**src/hw/csf_pkg.sv**
```systemverilog
/*
 package for the cpu status flag block: flag positions, operation codes,
 addressing modes, load pointer variants and reset values.
 assumes nothing of its surroundings.
*/
package csf_pkg;

    // flag bit positions
    localparam int FLAG_CARRY     = 7;
    localparam int FLAG_ZERO      = 6;
    localparam int FLAG_SIGN      = 5;
    localparam int FLAG_OVERFLOW  = 4;
    localparam int FLAG_DEC_ADJ   = 3;
    localparam int FLAG_HALF      = 2;
    localparam int FLAG_FAST_IRQ  = 1;
    localparam int FLAG_BANK      = 0;

    localparam logic [7:0] FLAGS_RESET = 8'h00;
    localparam logic [7:0] BYTE_ZERO   = 8'h00;
    localparam logic [7:0] BYTE_ONE    = 8'h01;

    // operations handled by the flag datapath
    typedef enum logic [4:0] {
        OP_NONE        = 5'h00,
        OP_ADD         = 5'h01,
        OP_ADC         = 5'h02,
        OP_SUB         = 5'h03,
        OP_SBC         = 5'h04,
        OP_CP          = 5'h05,
        OP_AND         = 5'h06,
        OP_OR          = 5'h07,
        OP_XOR         = 5'h08,
        OP_TCM         = 5'h09,
        OP_RLC         = 5'h0a,
        OP_RRC         = 5'h0b,
        OP_INC         = 5'h0c,
        OP_DEC         = 5'h0d,
        OP_LOAD        = 5'h0e,
        OP_SB0         = 5'h0f,
        OP_SB1         = 5'h10,
        OP_FAST_ENTER  = 5'h11,
        OP_IRET        = 5'h12,
        OP_CPIJ_EQ     = 5'h13,
        OP_CPIJ_NE     = 5'h14,
        OP_DECREMENT_JUMP_NONZERO        = 5'h15,
        OP_BTJ_FALSE   = 5'h16,
        OP_BTJ_TRUE    = 5'h17,
        OP_COND_JUMP   = 5'h18
    } csf_op_type;

    // seven operand addressing modes
    typedef enum logic [2:0] {
        AM_REG       = 3'h0,
        AM_IND_REG   = 3'h1,
        AM_INDEXED   = 3'h2,
        AM_DIRECT    = 3'h3,
        AM_RELATIVE  = 3'h4,
        AM_IMMEDIATE = 3'h5,
        AM_INDIRECT  = 3'h6
    } csf_amode_type;

    // pointer variants of external and program loads
    typedef enum logic [2:0] {
        PTR_PLAIN    = 3'h0,
        PTR_POST_DEC = 3'h1,
        PTR_POST_INC = 3'h2,
        PTR_PRE_DEC  = 3'h3,
        PTR_PRE_INC  = 3'h4
    } csf_ptr_type;

    // jump condition codes on the upper flags
    typedef enum logic [2:0] {
        CC_ALWAYS = 3'h0,
        CC_C      = 3'h1,
        CC_Z      = 3'h2,
        CC_S      = 3'h3,
        CC_V      = 3'h4,
        CC_NC     = 3'h5,
        CC_NZ     = 3'h6,
        CC_NV     = 3'h7
    } csf_cc_type;

    // issue sequencer
    typedef enum logic [1:0] {
        ST_IDLE  = 2'b00,
        ST_EXEC  = 2'b01,
        ST_WRITE = 2'b11
    } csf_state_type;

endpackage

```
**src/hw/csf_ptr_if.sv**
```systemverilog
/*
 interface carrying the load pointer request and its answer between the
 flag datapath and the pointer unit. assumes one clock domain.
*/
`timescale 1ns/10ps
interface csf_ptr_if;
    import csf_pkg::*;
    csf_ptr_type  mode;
    logic [15:0]  ptr_in;
    logic [15:0]  addr;
    logic [15:0]  ptr_out;
    modport core (output mode, output ptr_in, input addr, input ptr_out);
    modport unit (input mode, input ptr_in, output addr, output ptr_out);
endinterface

```
**src/hw/csf_flags_core.sv**
```systemverilog
/*
 status flag register and the flag-related instruction datapath of an
 8-bit cpu: alu results, branch decisions, pointer loads, bank select
 and fast interrupt status. assumes a sequencer on the same clock
 presents one operation per op_valid pulse.
*/
`timescale 1ns/10ps
module csf_flags_core
    import csf_pkg::*;
(
    // clock and reset
    input  wire logic          core_clk,
    input  wire logic          resetn,
    // operation
    input  wire logic          op_valid,
    input  wire csf_op_type    op_code,
    input  wire csf_amode_type op_amode,
    input  wire csf_cc_type    op_cc,
    input  wire logic [2:0]    op_bit_sel,
    input  wire logic [7:0]    op_dst,
    input  wire logic [7:0]    op_src,
    input  wire logic          op_dst_is_flags,
    input  wire csf_ptr_type   op_ptr_mode,
    input  wire logic [15:0]   op_ptr,
    // results
    output logic [7:0]         flags_out,
    output logic [7:0]         result_out,
    output logic               result_we_out,
    output logic               jump_taken_out,
    output logic [15:0]        ptr_addr_out,
    output logic [15:0]        ptr_next_out,
    output logic               irq_inhibit_out,
    output logic               done_out,
    output logic [2:0]         amode_out
);

    logic          rst_meta_reg;
    logic          rst_sync_reg;
    logic          rst_n;
    csf_state_type state_reg;
    csf_state_type state_next;
    logic [7:0]    flags_reg;
    logic [7:0]    shadow_reg;
    logic [7:0]    alu_res;
    logic [7:0]    flags_calc;
    logic          alu_we;
    logic          jump_calc;
    logic [8:0]    sum9;
    logic [4:0]    sum5;
    logic          cin;
    logic          cond_ok;
    csf_op_type    op_hold_reg;
    logic [7:0]    dst_hold_reg;
    logic [7:0]    src_hold_reg;
    logic          dflag_hold_reg;
    csf_cc_type    cc_hold_reg;
    logic [2:0]    bit_hold_reg;
    csf_ptr_if     pif ();

    // reset release
    always_ff @(posedge core_clk or negedge resetn) begin
        if (!resetn) begin
            rst_meta_reg <= 1'b0;
            rst_sync_reg <= 1'b0;
        end else begin
            rst_meta_reg <= 1'b1;
            rst_sync_reg <= rst_meta_reg;
        end
    end
    assign rst_n = rst_sync_reg;

    // sequencer
    always_comb begin
        state_next = state_reg;
        case (state_reg)
            ST_IDLE: begin
                if (op_valid) begin
                    state_next = ST_EXEC;
                end
            end
            ST_EXEC: begin
                state_next = ST_WRITE;
            end
            ST_WRITE: begin
                state_next = ST_IDLE;
            end
            default: begin
                state_next = ST_IDLE;
            end
        endcase
    end

    always_ff @(posedge core_clk or negedge rst_n) begin
        if (!rst_n) begin
            state_reg <= ST_IDLE;
        end else begin
            state_reg <= state_next;
        end
    end

    // operand capture
    always_ff @(posedge core_clk or negedge rst_n) begin
        if (!rst_n) begin
            op_hold_reg    <= OP_NONE;
            dst_hold_reg   <= BYTE_ZERO;
            src_hold_reg   <= BYTE_ZERO;
            dflag_hold_reg <= 1'b0;
            cc_hold_reg    <= CC_ALWAYS;
            bit_hold_reg   <= 3'h0;
            amode_out      <= AM_REG;
            pif.mode       <= PTR_PLAIN;
            pif.ptr_in     <= 16'h0000;
        end else if (state_reg == ST_IDLE && op_valid) begin
            op_hold_reg    <= op_code;
            dst_hold_reg   <= op_dst;
            src_hold_reg   <= op_src;
            dflag_hold_reg <= op_dst_is_flags;
            cc_hold_reg    <= op_cc;
            bit_hold_reg   <= op_bit_sel;
            amode_out      <= op_amode;
            pif.mode       <= op_ptr_mode;
            pif.ptr_in     <= op_ptr;
        end
    end

    csf_ptr_unit u_ptr (
        .pif (pif.unit)
    );

    // jump condition on upper flags
    always_comb begin
        case (cc_hold_reg)
            CC_ALWAYS: cond_ok = 1'b1;
            CC_C:      cond_ok = flags_reg[FLAG_CARRY];
            CC_Z:      cond_ok = flags_reg[FLAG_ZERO];
            CC_S:      cond_ok = flags_reg[FLAG_SIGN];
            CC_V:      cond_ok = flags_reg[FLAG_OVERFLOW];
            CC_NC:     cond_ok = !flags_reg[FLAG_CARRY];
            CC_NZ:     cond_ok = !flags_reg[FLAG_ZERO];
            CC_NV:     cond_ok = !flags_reg[FLAG_OVERFLOW];
            default:   cond_ok = 1'b0;
        endcase
    end

    // alu and flag computation
    always_comb begin
        alu_res    = dst_hold_reg;
        alu_we     = 1'b0;
        jump_calc  = 1'b0;
        flags_calc = flags_reg;
        cin        = flags_reg[FLAG_CARRY];
        sum9       = 9'h000;
        sum5       = 5'h00;
        case (op_hold_reg)
            OP_ADD, OP_ADC: begin
                if (op_hold_reg == OP_ADD) begin
                    cin = 1'b0;
                end
                sum9 = {1'b0, dst_hold_reg} + {1'b0, src_hold_reg} + {8'h00, cin};
                sum5 = {1'b0, dst_hold_reg[3:0]} + {1'b0, src_hold_reg[3:0]} + {4'h0, cin};
                alu_res = sum9[7:0];
                alu_we  = 1'b1;
                flags_calc[FLAG_CARRY]    = sum9[8];
                flags_calc[FLAG_OVERFLOW] = (dst_hold_reg[7] == src_hold_reg[7]) && (alu_res[7] != dst_hold_reg[7]);
                flags_calc[FLAG_DEC_ADJ]  = 1'b0;
                flags_calc[FLAG_HALF]     = sum5[4];
            end
            OP_SUB, OP_SBC, OP_CP, OP_CPIJ_EQ, OP_CPIJ_NE: begin
                if (op_hold_reg != OP_SBC) begin
                    cin = 1'b0;
                end
                sum9 = {1'b0, dst_hold_reg} - {1'b0, src_hold_reg} - {8'h00, cin};
                sum5 = {1'b0, dst_hold_reg[3:0]} - {1'b0, src_hold_reg[3:0]} - {4'h0, cin};
                alu_res = sum9[7:0];
                alu_we  = (op_hold_reg == OP_SUB) || (op_hold_reg == OP_SBC);
                if (alu_we || op_hold_reg == OP_CP) begin
                    flags_calc[FLAG_CARRY]    = sum9[8];
                    flags_calc[FLAG_OVERFLOW] = (dst_hold_reg[7] != src_hold_reg[7]) && (alu_res[7] != dst_hold_reg[7]);
                    flags_calc[FLAG_DEC_ADJ]  = 1'b1;
                    flags_calc[FLAG_HALF]     = sum5[4];
                end
                if (op_hold_reg == OP_CPIJ_EQ) begin
                    jump_calc = (alu_res == BYTE_ZERO);
                end
                if (op_hold_reg == OP_CPIJ_NE) begin
                    jump_calc = (alu_res != BYTE_ZERO);
                end
            end
            OP_AND, OP_OR, OP_XOR, OP_TCM: begin
                case (op_hold_reg)
                    OP_AND:  alu_res = dst_hold_reg & src_hold_reg;
                    OP_OR:   alu_res = dst_hold_reg | src_hold_reg;
                    OP_XOR:  alu_res = dst_hold_reg ^ src_hold_reg;
                    default: alu_res = ~dst_hold_reg & src_hold_reg;
                endcase
                alu_we = (op_hold_reg != OP_TCM);
                flags_calc[FLAG_OVERFLOW] = 1'b0;
            end
            OP_RLC: begin
                alu_res = {dst_hold_reg[6:0], flags_reg[FLAG_CARRY]};
                alu_we  = 1'b1;
                flags_calc[FLAG_CARRY]    = dst_hold_reg[7];
                flags_calc[FLAG_OVERFLOW] = dst_hold_reg[7] ^ dst_hold_reg[6];
            end
            OP_RRC: begin
                alu_res = {flags_reg[FLAG_CARRY], dst_hold_reg[7:1]};
                alu_we  = 1'b1;
                flags_calc[FLAG_CARRY]    = dst_hold_reg[0];
                flags_calc[FLAG_OVERFLOW] = flags_reg[FLAG_CARRY] ^ dst_hold_reg[7];
            end
            OP_INC, OP_DEC: begin
                alu_res = (op_hold_reg == OP_INC) ? dst_hold_reg + BYTE_ONE : dst_hold_reg - BYTE_ONE;
                alu_we  = 1'b1;
                flags_calc[FLAG_OVERFLOW] = (op_hold_reg == OP_INC) ? (dst_hold_reg == 8'h7f)
                                                                    : (dst_hold_reg == 8'h80);
            end
            OP_DECREMENT_JUMP_NONZERO: begin
                alu_res   = dst_hold_reg - BYTE_ONE;
                alu_we    = 1'b1;
                jump_calc = (alu_res != BYTE_ZERO);
            end
            OP_BTJ_FALSE: begin
                jump_calc = !dst_hold_reg[bit_hold_reg];
            end
            OP_BTJ_TRUE: begin
                jump_calc = dst_hold_reg[bit_hold_reg];
            end
            OP_COND_JUMP: begin
                jump_calc = cond_ok;
            end
            OP_LOAD: begin
                alu_res = src_hold_reg;
                alu_we  = 1'b1;
            end
            default: begin
                alu_res = dst_hold_reg;
            end
        endcase
        if (op_hold_reg inside {OP_ADD, OP_ADC, OP_SUB, OP_SBC, OP_CP, OP_AND, OP_OR, OP_XOR,
                                OP_TCM, OP_RLC, OP_RRC, OP_INC, OP_DEC}) begin
            flags_calc[FLAG_ZERO] = (alu_res == BYTE_ZERO);
            flags_calc[FLAG_SIGN] = alu_res[7];
        end
    end

    // flag register and fast interrupt shadow
    always_ff @(posedge core_clk or negedge rst_n) begin
        if (!rst_n) begin
            flags_reg  <= FLAGS_RESET;
            shadow_reg <= FLAGS_RESET;
        end else if (state_reg == ST_WRITE) begin
            case (op_hold_reg)
                OP_SB0: flags_reg[FLAG_BANK] <= 1'b0;
                OP_SB1: flags_reg[FLAG_BANK] <= 1'b1;
                OP_FAST_ENTER: begin
                    shadow_reg <= flags_reg;
                    flags_reg[FLAG_FAST_IRQ] <= 1'b1;
                end
                OP_IRET: begin
                    if (flags_reg[FLAG_FAST_IRQ]) begin
                        flags_reg <= {shadow_reg[7:2], 1'b0, shadow_reg[0]};
                    end
                end
                OP_LOAD: begin
                    if (dflag_hold_reg) begin
                        flags_reg <= src_hold_reg;
                    end
                end
                default: begin
                    if (dflag_hold_reg && alu_we) begin
                        flags_reg <= alu_res & flags_calc;
                    end else begin
                        flags_reg <= flags_calc;
                    end
                end
            endcase
        end
    end

    // registered results
    always_ff @(posedge core_clk or negedge rst_n) begin
        if (!rst_n) begin
            result_out     <= BYTE_ZERO;
            result_we_out  <= 1'b0;
            jump_taken_out <= 1'b0;
            ptr_addr_out   <= 16'h0000;
            ptr_next_out   <= 16'h0000;
            done_out       <= 1'b0;
        end else begin
            done_out       <= (state_reg == ST_WRITE);
            result_we_out  <= (state_reg == ST_WRITE) && alu_we && !dflag_hold_reg;
            jump_taken_out <= (state_reg == ST_WRITE) && jump_calc;
            if (state_reg == ST_WRITE) begin
                result_out   <= alu_res;
                ptr_addr_out <= pif.addr;
                ptr_next_out <= (op_hold_reg inside {OP_CPIJ_EQ, OP_CPIJ_NE}) ?
                                pif.ptr_in + 16'h0001 : pif.ptr_out;
            end
        end
    end

    always_ff @(posedge core_clk or negedge rst_n) begin
        if (!rst_n) begin
            flags_out       <= FLAGS_RESET;
            irq_inhibit_out <= 1'b0;
        end else begin
            flags_out       <= flags_reg;
            irq_inhibit_out <= flags_reg[FLAG_FAST_IRQ];
        end
    end

endmodule

```
**src/hw/csf_ptr_unit.sv**
```systemverilog
/*
 pointer unit: memory address and updated pointer for the five load
 variants. purely combinational; assumes the caller registers the result.
*/
`timescale 1ns/10ps
module csf_ptr_unit
    import csf_pkg::*;
(
    // pointer request
    csf_ptr_if.unit pif
);
    always_comb begin
        pif.addr    = pif.ptr_in;
        pif.ptr_out = pif.ptr_in;
        case (pif.mode)
            PTR_PLAIN: begin
                pif.ptr_out = pif.ptr_in;
            end
            PTR_POST_DEC: begin
                pif.ptr_out = pif.ptr_in - 16'h0001;
            end
            PTR_POST_INC: begin
                pif.ptr_out = pif.ptr_in + 16'h0001;
            end
            PTR_PRE_DEC: begin
                pif.addr    = pif.ptr_in - 16'h0001;
                pif.ptr_out = pif.ptr_in - 16'h0001;
            end
            PTR_PRE_INC: begin
                pif.addr    = pif.ptr_in + 16'h0001;
                pif.ptr_out = pif.ptr_in + 16'h0001;
            end
            default: begin
                pif.ptr_out = pif.ptr_in;
            end
        endcase
    end
endmodule
```
**config.mk**
```make
export PLATFORM = sky130hd
export DESIGN_NAME = csf_flags_core
export DESIGN_NICKNAME = d
export VERILOG_FILES = /design/src/hw/csf_pkg.sv /design/src/hw/csf_ptr_if.sv /design/src/hw/csf_flags_core.sv /design/src/hw/csf_ptr_unit.sv
export SDC_FILE = /design/constraint.sdc
export NUM_CORES = 1
export LEC_CHECK = 0
export BUFFER_PORTS_ARGS = -buffer_cell sky130_fd_sc_hd__buf_2
export CAP_MARGIN = 30
export CORE_MARGIN = 2
export CORE_UTILIZATION = 59
export DETAILED_ROUTE_END_ITERATION = 7
export PLACE_DENSITY = 0.82
export SETUP_SLACK_MARGIN = 0.15
export SLEW_MARGIN = 20
export SYNTH_ARGS = -nofsm -noshare
export SYNTH_HDL_FRONTEND = slang
export SYNTH_SLANG_ARGS = --single-unit
```
**constraint.sdc**
```tcl
create_clock -name core_clk -period 4.1 [get_ports core_clk]
set_input_delay 0.205 -clock core_clk [delete_from_list [all_inputs] [get_ports core_clk]]
set_output_delay 0.205 -clock core_clk [all_outputs]
set_load 0.005 [all_outputs]
```
; ---- Yosys cells after proc, flatten, opt, wreduce, memory -nomap -nowiden
; Cells that the tools add are included.
[word_totals]
output_inout_bits = 55
reg_bits = 122
[op_classes]
reduce_logical = 37
addsub = 12
bitwise = 11
magnitude_cmp = 1
n_mux = 32
n_eq_ne = 48
[op_table]
columns = op, count
row1 = 16-bit case mux with 2 select lines, 2
row2 = 8-bit case mux with 8 select lines, 1
row3 = "5-bit == test, second input constant", 9
row4 = "5-bit by 4-bit == test with 1-bit output, second input constant", 8
row5 = 8-bit 2-to-1 mux, 4
row6 = 8-bit bitwise AND, 3
row7 = 8-bit case mux with 3 select lines, 1
row8 = "5-bit by 3-bit == test with 1-bit output, second input constant", 4
row9 = 6-bit case mux with 3 select lines, 1
row10 = "16-bit by 1-bit adder with 16-bit output, second input constant", 1
row11 = 8-bit zero test, 2
row12 = 16-bit 2-to-1 mux, 1
row13 = 8-bit nonzero test, 2
row14 = "16-bit by 1-bit subtractor with 16-bit output, second input constant", 1
row15 = "3-bit == test, second input constant", 5
row16 = 13-bit nonzero test, 1
row17 = "3-bit by 2-bit == test with 1-bit output, second input constant", 4
row18 = "5-bit by 2-bit == test with 1-bit output, second input constant", 2
row19 = 1-bit case mux with 5 select lines, 2
row20 = 2-bit OR reduction, 5
row21 = 8-bit by 8-bit adder with 9-bit output, 1
row22 = 9-bit by 1-bit adder with 9-bit output, 1
row23 = 1-bit 2-to-1 mux, 9
row24 = 8-bit by 8-bit subtractor with 9-bit output, 1
row25 = 47 further kinds, 70

; ---- Depth between registers and ports, before layout
; Gate-level depths: netlist of run 1.
[logic_depth]
word_depth = 11
ltp_mapped = 18
ltp_nobuf = 16

; ---- Cells and area by module
; Synthesis of run 1 repeated with hierarchy kept, for this count alone.
[hier_totals]
hier_cells = 1017
hier_area_um2 = 9051.2
[by_module_without_submodules]
columns = module, instances, area_each_um2, cells_each, seq_area_each_um2
row1 = csf_flags_core, 1, 7830.0, 844, 3002.9
row2 = csf_ptr_unit, 1, 1221.2, 173, 0.0

; ---- Least setup slack after synthesis of run 1
; OpenSTA, ideal clock, no wires.
[synth_path]
path_type = register to register
startpoint = register op_hold_reg[4]
endpoint = register flags_reg[4]
setup_slack_ns = -0.193
stages_incl_launch_ff = 19
n_path_buf = 4
period_less_slack_ns = 4.293
arrival_time_ns = 4.167
path_cell_list = dfrtp_1 -> buf_4 -> buf_2 -> buf_1 -> buf_1 -> nor3b_1 -> fa_1 -> inv_1 -> ha_1 -> or2_2 -> fa_1 -> o21ai_0 -> nor2b_1 -> xnor2_1 -> a32oi_1 -> nand4_1 -> a221oi_1 -> a21boi_0 -> a221o_1
[synth_via]
elab_chain_len = 11
[synth_lines]
columns = element, line_no
row1 = from (decl), csf_flags_core.sv:52  ; csf_op_type op_hold_reg;
row2 = from (signal assigned), csf_flags_core.sv:114  ; op_hold_reg <= op_code;
row3 = 5-bit by 3-bit inequality test with 1-bit output, csf_flags_core.sv:169  ; if (op_hold_reg != OP_SBC) begin
row4 = 1-bit 2-to-1 mux, csf_flags_core.sv:169
row5 = 1-bit 2-to-1 mux, csf_flags_core.sv:154  ; case (op_hold_reg)
row6 = 9-bit by 1-bit subtractor with 9-bit output, csf_flags_core.sv:172  ; sum9 = {1'b0, dst_hold_reg} - {1'b0, src_hold_reg} - {8'h00, cin};
row7 = 1-bit inequality test, csf_flags_core.sv:178  ; flags_calc[FLAG_OVERFLOW] = (dst_hold_reg[7] != src_hold_reg[7]) && (alu_res[7] != dst_hold_reg[7]);
row8 = 1-bit logical AND, csf_flags_core.sv:178
row9 = 3-bit 2-to-1 mux, csf_flags_core.sv:176  ; if (alu_we || op_hold_reg == OP_CP) begin
row10 = 1-bit case mux with 6 select lines, csf_flags_core.sv:154
row11 = 8-bit bitwise AND, csf_flags_core.sv:271  ; flags_reg <= alu_res & flags_calc;
row12 = 8-bit 2-to-1 mux, csf_flags_core.sv:270  ; if (dflag_hold_reg && alu_we) begin
row13 = 6-bit case mux with 3 select lines, csf_flags_core.sv:252  ; case (op_hold_reg)
row14 = to (signal assigned), csf_flags_core.sv:261  ; flags_reg <= {shadow_reg[7:2], 1'b0, shadow_reg[0]};
row15 = to (signal assigned), csf_flags_core.sv:271
row16 = to (signal assigned), csf_flags_core.sv:273  ; flags_reg <= flags_calc;
row17 = to (decl), csf_flags_core.sv:42  ; logic [7:0] flags_reg;
; Parallel ways exist; a longest one is shown, timed or not. The select of a mux whose other input is x is not followed.
; A chain may end at the register's enable or synchronous reset.

; ---- Final worst setup path of run 1
[layout_path]
startpoint = register op_hold_reg[3]
endpoint = register flags_reg[6]
[layout_via]
elab_chain_len = 10
[layout_lines]
columns = element, line_no
row1 = 5-bit by 3-bit inequality test with 1-bit output or 5-bit by 1-bit == test with 1-bit output (tied branches), -
row2 = "1-bit 2-to-1 mux, on equally long branches", "csf_flags_core.sv:169, csf_flags_core.sv:156"
row3 = 1-bit 2-to-1 mux, csf_flags_core.sv:154
row4 = 9-bit by 1-bit subtractor with 9-bit output or 9-bit by 1-bit adder with 9-bit output (tied branches), "csf_flags_core.sv:172, csf_flags_core.sv:159"
row5 = 8-bit case mux with 8 select lines, csf_flags_core.sv:154
row6 = 8-bit zero test, csf_flags_core.sv:241  ; flags_calc[FLAG_ZERO] = (alu_res == BYTE_ZERO);
row7 = 2-bit 2-to-1 mux, csf_flags_core.sv:239  ; if (op_hold_reg inside {OP_ADD, OP_ADC, OP_SUB, OP_SBC, OP_CP, OP_AND, OP_OR, OP_XOR,
row8 = 8-bit bitwise AND, csf_flags_core.sv:271
row9 = 8-bit 2-to-1 mux, csf_flags_core.sv:270
row10 = 6-bit case mux with 3 select lines, csf_flags_core.sv:252
; Parallel ways exist; a longest one is shown, timed or not. The select of a mux whose other input is x is not followed.

==> impl_metrics.json, run 1 <==
{
  "cts_tree": "built",
  "design_power_total_mw": 10.2,
  "top_usage_layer": "met2",
  "core_um2": 14400,
  "netlist_top_cells_area": "dfrtp_1 35%, o21ai_0 6.1%, mux2_2 5.5%",
  "firstDrtPassIters": 6,
  "ys_types": 94,
  "dieArea_um2": 15600,
  "ys_seq_area_share_pct": 34.9,
  "grt_max_degree": 55,
  "synthFlopType": "dfrtp_1",
  "hpwl_mm": 19.7,
  "cp_data_required_time_ps": 4440,
  "grt_use_met3_pct": 8.98,
  "max_slew_margin_pct": 29.1,
  "clock_skew_ps": 7.92,
  "synth_top_area_share_pct": 34.9,
  "crit_chain": "nor2b_2 -> nand2_2 -> nor3b_4 -> fa_1 -> ha_2 -> or2_4 -> fa_2 -> o21ai_2 -> a211oi_1 -> xor2_1 -> o2bb2ai_1 -> nor4_2 -> a21oi_1 -> or3_1 -> o41ai_2",
  "max_freq_mhz": 263,
  "die_height_um": 125,
  "hold_violations": 0,
  "async_flop_share_pct": 100,
  "hp-class": "in2reg",
  "tightest_slew_ps": 1060,
  "clkSinkCount": 120,
  "yosysWarnings": 0,
  "cts_buffers": 17,
  "grt_use_met2_pct": 53.3,
  "grt_setup_unrepaired": "no",
  "final_cell_mix": "119 x dfrtp_1, 109 x nand2_1, 107 x buf_2, 103 x o21ai_0, 59 x nor2_1",
  "fin_crit_sh_pct": 92.7,
  "post-route-drc-count": 0,
  "cp-end-kind": "flop",
  "gp_congestion": 1.09,
  "io_pins": 108,
  "critPathLaunchType": "flop",
  "hold_ws_ps": 2.18,
  "top_regs": "pif.ptr_in (16), ptr_addr_out (16), ptr_next_out (16)",
  "grt_use_total_pct": 36.0,
  "pwr_density_cell_nw_per_um2": 994,
  "wl_mm": 27.8,
  "clkLatencyLatePin_ps": 440,
  "max-cap-violations": 0,
  "layout_commonest_cell": "dfrtp_1",
  "power_leakage_nw": 4.44,
  "netlist_instances": 983,
  "wl_per_cell_um": 21.3,
  "vias": 8534,
  "drv_slew": 0,
  "grt_overflow": 0,
  "antenna_found_initial": 1,
  "dieWidth_um": 125,
  "drt_iter0_drc": 1109,
  "viasPerCell": 6.54,
  "initial_core_util_pct": 59.8,
  "status": "complete, no violations",
  "synth_area_um2": 8600,
  "cp_num_buf_inv": 0,
  "synth_edf_count": 0,
  "drive_gt1_share_pct": 23.0,
  "areaGrowthSynthToFinish_pct": 19.8,
  "crit_arrival_ps": 4140,
  "critPathKind": "reg2reg",
  "slowest_stage": "fa_1",
  "syn_area_per_cell_um2": 8.75,
  "finalCriticalPeriod_ps": 3800,
  "ant_nets": 0,
  "numPortBuffers": 107,
  "grt_pass1_vias": 7855,
  "rows": 44,
  "cts-root-buf": "clkbuf_16",
  "met1_usage_pct": 51.0,
  "synth_seq_cells": 120,
  "fin_setup_tns_ps": 0,
  "peakVddDrop_mv": 0.646,
  "htree_levels": 4,
  "nets": 1200,
  "cp_max_fo": 4,
  "setup_violations": 0,
  "diodes": 0,
  "clockBufferDepth": 2,
  "slowest_delay_ps": 450,
  "yosys.area.top_type": "dfrtp_1",
  "grt_pass1_wl_mm": 44.0,
  "syn-num-nets": 1076,
  "clk_pin_slew_worst_paths_ps": 60,
  "cp_top_family": "simple AND/OR/NAND/NOR gates"
}
stage by stage:
stage	area [um^2]	instances	setup slack (ps)	utilization [%]
final	10300	1304	298	71.7
after global placement	9330	1239	241	64.9
after floorplan	8620	983	157	-
after CTS	10200	1297	164	70.9
after detailed placement	9350	1240	143	65.1
after global routing	10300	1304	139	71.7
worst paths after layout:
path,from,endpoint,slack (ps),cells after the start
worst max-delay path,op_hold_reg[3],flags_reg[6],300,15
min in group asynchronous,resetn,rst_n,90,2
worst min-delay path,op_ptr_mode[1],pif.mode[1],2,2
worst max register to register,op_hold_reg[3],flags_reg[6],300,15
max in group asynchronous,rst_n,ptr_addr_out[15],2680,2
worst min register to register,rst_n,result_out[5],310,0
logic make-up (layout without fill, tap and decap cells):
| kind of cell | count (synthesis) | after routing | share of synthesized area, % |
|---|---|---|---|
| multiplexers | 51 | 51 | 6.99 |
| AND/OR/NAND/NOR | 328 | 328 | 19.0 |
| buffers and inverters | 106 | 243 | 5.27 |
| adder cells (fa/ha/maj) | 40 | 40 | 6.17 |
| XOR/XNOR | 60 | 60 | 6.20 |
| flip-flops | 120 | 120 | 34.9 |
| other | 1 | 1 | 0.0436 |
| AO/OA/AOI/OAI | 277 | 277 | 21.4 |
area by class of cell:
class                   count  area, um^2
repair buffers            173        1130
flip-flops and latches    120        3010
clock buffers              19         453
fillers                  1096        4070
well taps                 184         230
inverters                  38         143
clock inverters            13         135
multi-input cells         757        5200
worst register-to-register path, cell delays in order, from the launching register on:
cell and delay [ps]:
dfrtp_1 400, nor2b_2 170, nand2_2 100, nor3b_4 220, fa_1 450, ha_2 200, or2_4 250, fa_2 400
o21ai_2 160, a211oi_1 120, xor2_1 180, o2bb2ai_1 180, nor4_2 190, a21oi_1 90, or3_1 410, o41ai_2 190
timing repair:
| item | 4_1_cts | 5_1_grt |
|---|---|---|
| setup endpoints to repair | 1 | 4 |
| buffers inserted | 1 | 4 |
| hold buffers | 24 | 3 |
| gates cloned | 0 | 0 |
| pin swaps | 0 | 8 |
| resized for setup | 0 | 12 |
| endpoints found under the hold margin | 25 | 3 |
metal layers:
metal / part of all wire [%] / wire length [um]
met5: 0.065 / 18
met4: 4.0 / 1100
met3: 11 / 3040
met2: 44 / 12300
met1: 41 / 11400
synthesized netlist by cell type, types with 23 or more instances:
| cell | instances |
|---|---|
| mux2_2 | 42 |
| nor3_1 | 35 |
| nand3_1 | 28 |
| xnor2_1 | 36 |
| nor2_1 | 59 |
| clkbuf_1 | 44 |
| dfrtp_1 | 120 |
| nand2_1 | 110 |
| inv_1 | 36 |
| a21oi_1 | 36 |
| ha_1 | 36 |
| o21ai_0 | 104 |
| xor2_1 | 23 |
where the power goes:
group          total [mW]  internal, mW  switching (mW)
Sequential           2.41          1.73           0.677
Combinational        6.32          2.60            3.71
Clock                1.52         0.883           0.635
Total                10.2          5.21            5.03
No activity file was read; power rests on OpenSTA's default activity.
==> run 2: changes to the inputs <==
--- a/config.mk
+++ b/config.mk
@@ -8,9 +8,9 @@
 export BUFFER_PORTS_ARGS = -buffer_cell sky130_fd_sc_hd__buf_2
 export CAP_MARGIN = 30
 export CORE_MARGIN = 2
-export CORE_UTILIZATION = 59
+export CORE_UTILIZATION = 25
 export DETAILED_ROUTE_END_ITERATION = 7
-export PLACE_DENSITY = 0.82
+export PLACE_DENSITY = 0.42
 export SETUP_SLACK_MARGIN = 0.15
 export SLEW_MARGIN = 20
 export SYNTH_ARGS = -nofsm -noshare
==> run 2 against run 1 <==
Critical path depth stayed put. Design area is 6.6% higher. Routed wire length is 20% higher. Global-route usage is 17 points lower. Setup slack worse by 200 ps. Sequential power hardly changed. Maximum frequency is 5.0% lower. Via count is 3.8% lower. First-iteration DRC count is 35% lower. Clock-buffer cell count is 2 lower. Combinational power is 8.1% higher. Utilization is 39 points lower. Highest routed layer is now met4.
==> impl_metrics.json, run 2 (synthesized netlist as in run 1, its figures left out) <==
{
  "status": "complete, no violations",
  "design_power_total_mw": 10.9,
  "cts_buffers": 17,
  "nets": 1234,
  "layout_commonest_cell": "dfrtp_1",
  "reg2reg_slack_ps": 100,
  "layout_setup_ws_ps": 97.8,
  "wl_mm": 33.4,
  "fin_util_pct": 32.6,
  "place_area_um2": 9750,
  "grt_pass1_wl_mm": 51.1,
  "hpwl_mm": 24.4,
  "hp-class": "in2reg",
  "rows": 67,
  "hold_violations": 0,
  "cp_num_buf_inv": 0,
  "final_area_um2": 11000,
  "grt_use_total_pct": 18.9,
  "cp_max_fo": 3,
  "dp_slack_ps": 6.26,
  "cp_num_cells": 15,
  "power_leakage_nw": 4.62,
  "die_height_um": 189,
  "pwr_density_cell_nw_per_um2": 990,
  "grt_max_degree": 59,
  "max_slew_margin_pct": 36.3,
  "endpoint": "flags_reg[6]",
  "max-cap-violations": 0,
  "diodes": 0,
  "numPortBuffers": 107,
  "post-route-drc-count": 0,
  "top_regs": "pif.ptr_in (16), ptr_addr_out (16), ptr_next_out (16)",
  "finalCriticalPeriod_ps": 4000,
  "setup.worst_path.start": "op_hold_reg[3]",
  "reg2reg_to": "flags_reg[6]",
  "clockBufferDepth": 2,
  "cp_data_required_time_ps": 4440,
  "grt_setup_unrepaired": "yes",
  "initial_core_util_pct": 25.5,
  "dieArea_um2": 35900,
  "vias": 8212,
  "drive_gt1_share_pct": 24.1,
  "htree_levels": 4,
  "clkLatencyLatePin_ps": 440,
  "grt_overflow": 0,
  "final_cell_mix": "119 x dfrtp_1, 108 x nand2_1, 107 x buf_2, 101 x o21ai_0, 59 x nor2_1",
  "drt_iter0_drc": 716,
  "fin_crit_sh_pct": 97.6,
  "finalNonFillerCells": 1601,
  "io_pins": 108,
  "max_freq_mhz": 250,
  "nFillCells": 3634,
  "setup_violations": 0,
  "cts-root-buf": "clkbuf_16",
  "reg2reg_from": "op_hold_reg[3]",
  "core_um2": 33700,
  "cts_tree": "built",
  "gp_congestion": 0.896,
  "critPathLaunchType": "flop",
  "slowest_delay_ps": 490,
  "areaGrowthSynthToFinish_pct": 27.7,
  "firstDrtPassIters": 5,
  "slowest_stage": "fa_1",
  "wl_per_cell_um": 20.9,
  "dp.cells": 1515,
  "clock_skew_ps": 10.1,
  "crit_arrival_ps": 4350,
  "peakVddDrop_mv": 0.411,
  "clk_pin_slew_worst_paths_ps": 60,
  "fin_setup_tns_ps": 0,
  "cp-end-kind": "flop",
  "viasPerCell": 5.13,
  "ant_nets": 0,
  "antenna_found_initial": 1,
  "grt_pass1_vias": 8099,
  "critPathKind": "reg2reg",
  "worstRegToRegCells": 15,
  "crit_chain": "nor2b_2 -> nand2_2 -> nor3b_4 -> fa_1 -> ha_2 -> or2_4 -> fa_2 -> o21ai_2 -> a211oi_2 -> xor2_1 -> o2bb2ai_1 -> nor4_2 -> a21oi_1 -> or3_1 -> o41ai_2",
  "drv_slew": 0,
  "clkSinkCount": 120,
  "tightest_slew_ps": 951,
  "hold_ws_ps": 13.7,
  "dieWidth_um": 189,
  "cp_top_family": "simple AND/OR/NAND/NOR gates"
}
[run 2: changes by cell type in the layout (fill, tap and decap cells not counted), sizes merged]
cell / previous run / this run
buf: 146 / 164
bufinv: 1 / 4
clkbuf: 19 / 17
clkinv: 6 / 7
clkinvlp: 1 / 2
dlygate4sd3: 27 / 43
inv: 43 / 39
[run 2: metal layers]
| layer | part of all wire (%) | GRT usage [%] | wire (um) | vias to the layer above |
|---|---|---|---|---|
| met5 | 0 | 0 | 0 | - |
| met4 | 2.4 | 7.13 | 789 | 0 |
| met3 | 7.5 | 4.41 | 2500 | 47 |
| met2 | 43 | 27.7 | 14300 | 315 |
| met1 | 47 | 26.9 | 15900 | 3963 |
| li1 | - | - | - | 3887 |
[run 2: layout make-up]
type | count | area [um^2] | share of cell area (%)
Multi-Input combinational cell | 757 | 5250 | 47.8
Inverter | 38 | 143 | 1.30
Sequential cell | 120 | 3010 | 27.4
Clock buffer | 17 | 425 | 3.88
Timing Repair Buffer | 207 | 1390 | 12.7
Tap cell | 448 | 561 | 5.11
Clock inverter | 14 | 198 | 1.80
[run 2: worst min-delay path by stage]
stage,start,end,cells past startpoint
after CTS,op_code[0],op_hold_reg[0],3
after floorplan,resetn,rst_meta_reg,0
final,op_ptr_mode[0],pif.mode[0],3
after detailed placement,resetn,rst_meta_reg,1
after global placement,resetn,rst_meta_reg,1
after global routing,op_ptr_mode[0],pif.mode[0],3
[run 2: repair_timing]
action                                 4_1_cts  5_1_grt
pin swaps                                    8       17
setup buffers                                7        5
endpoints found under the hold margin       44        0
hold buffers                                43        0
gates resized for setup                      8        9
gates cloned                                 0        0
setup endpoints to repair                    3        4
[run 2: worst min-delay path, stage by stage]
cell	delay, ps
buf_2	80
nand2_1	60
o21ai_0	70
[run 2: power by group]
part	internal (mW)	switching, mW
Combinational	2.85	3.97
Clock	1.02	0.617
Sequential	1.73	0.679
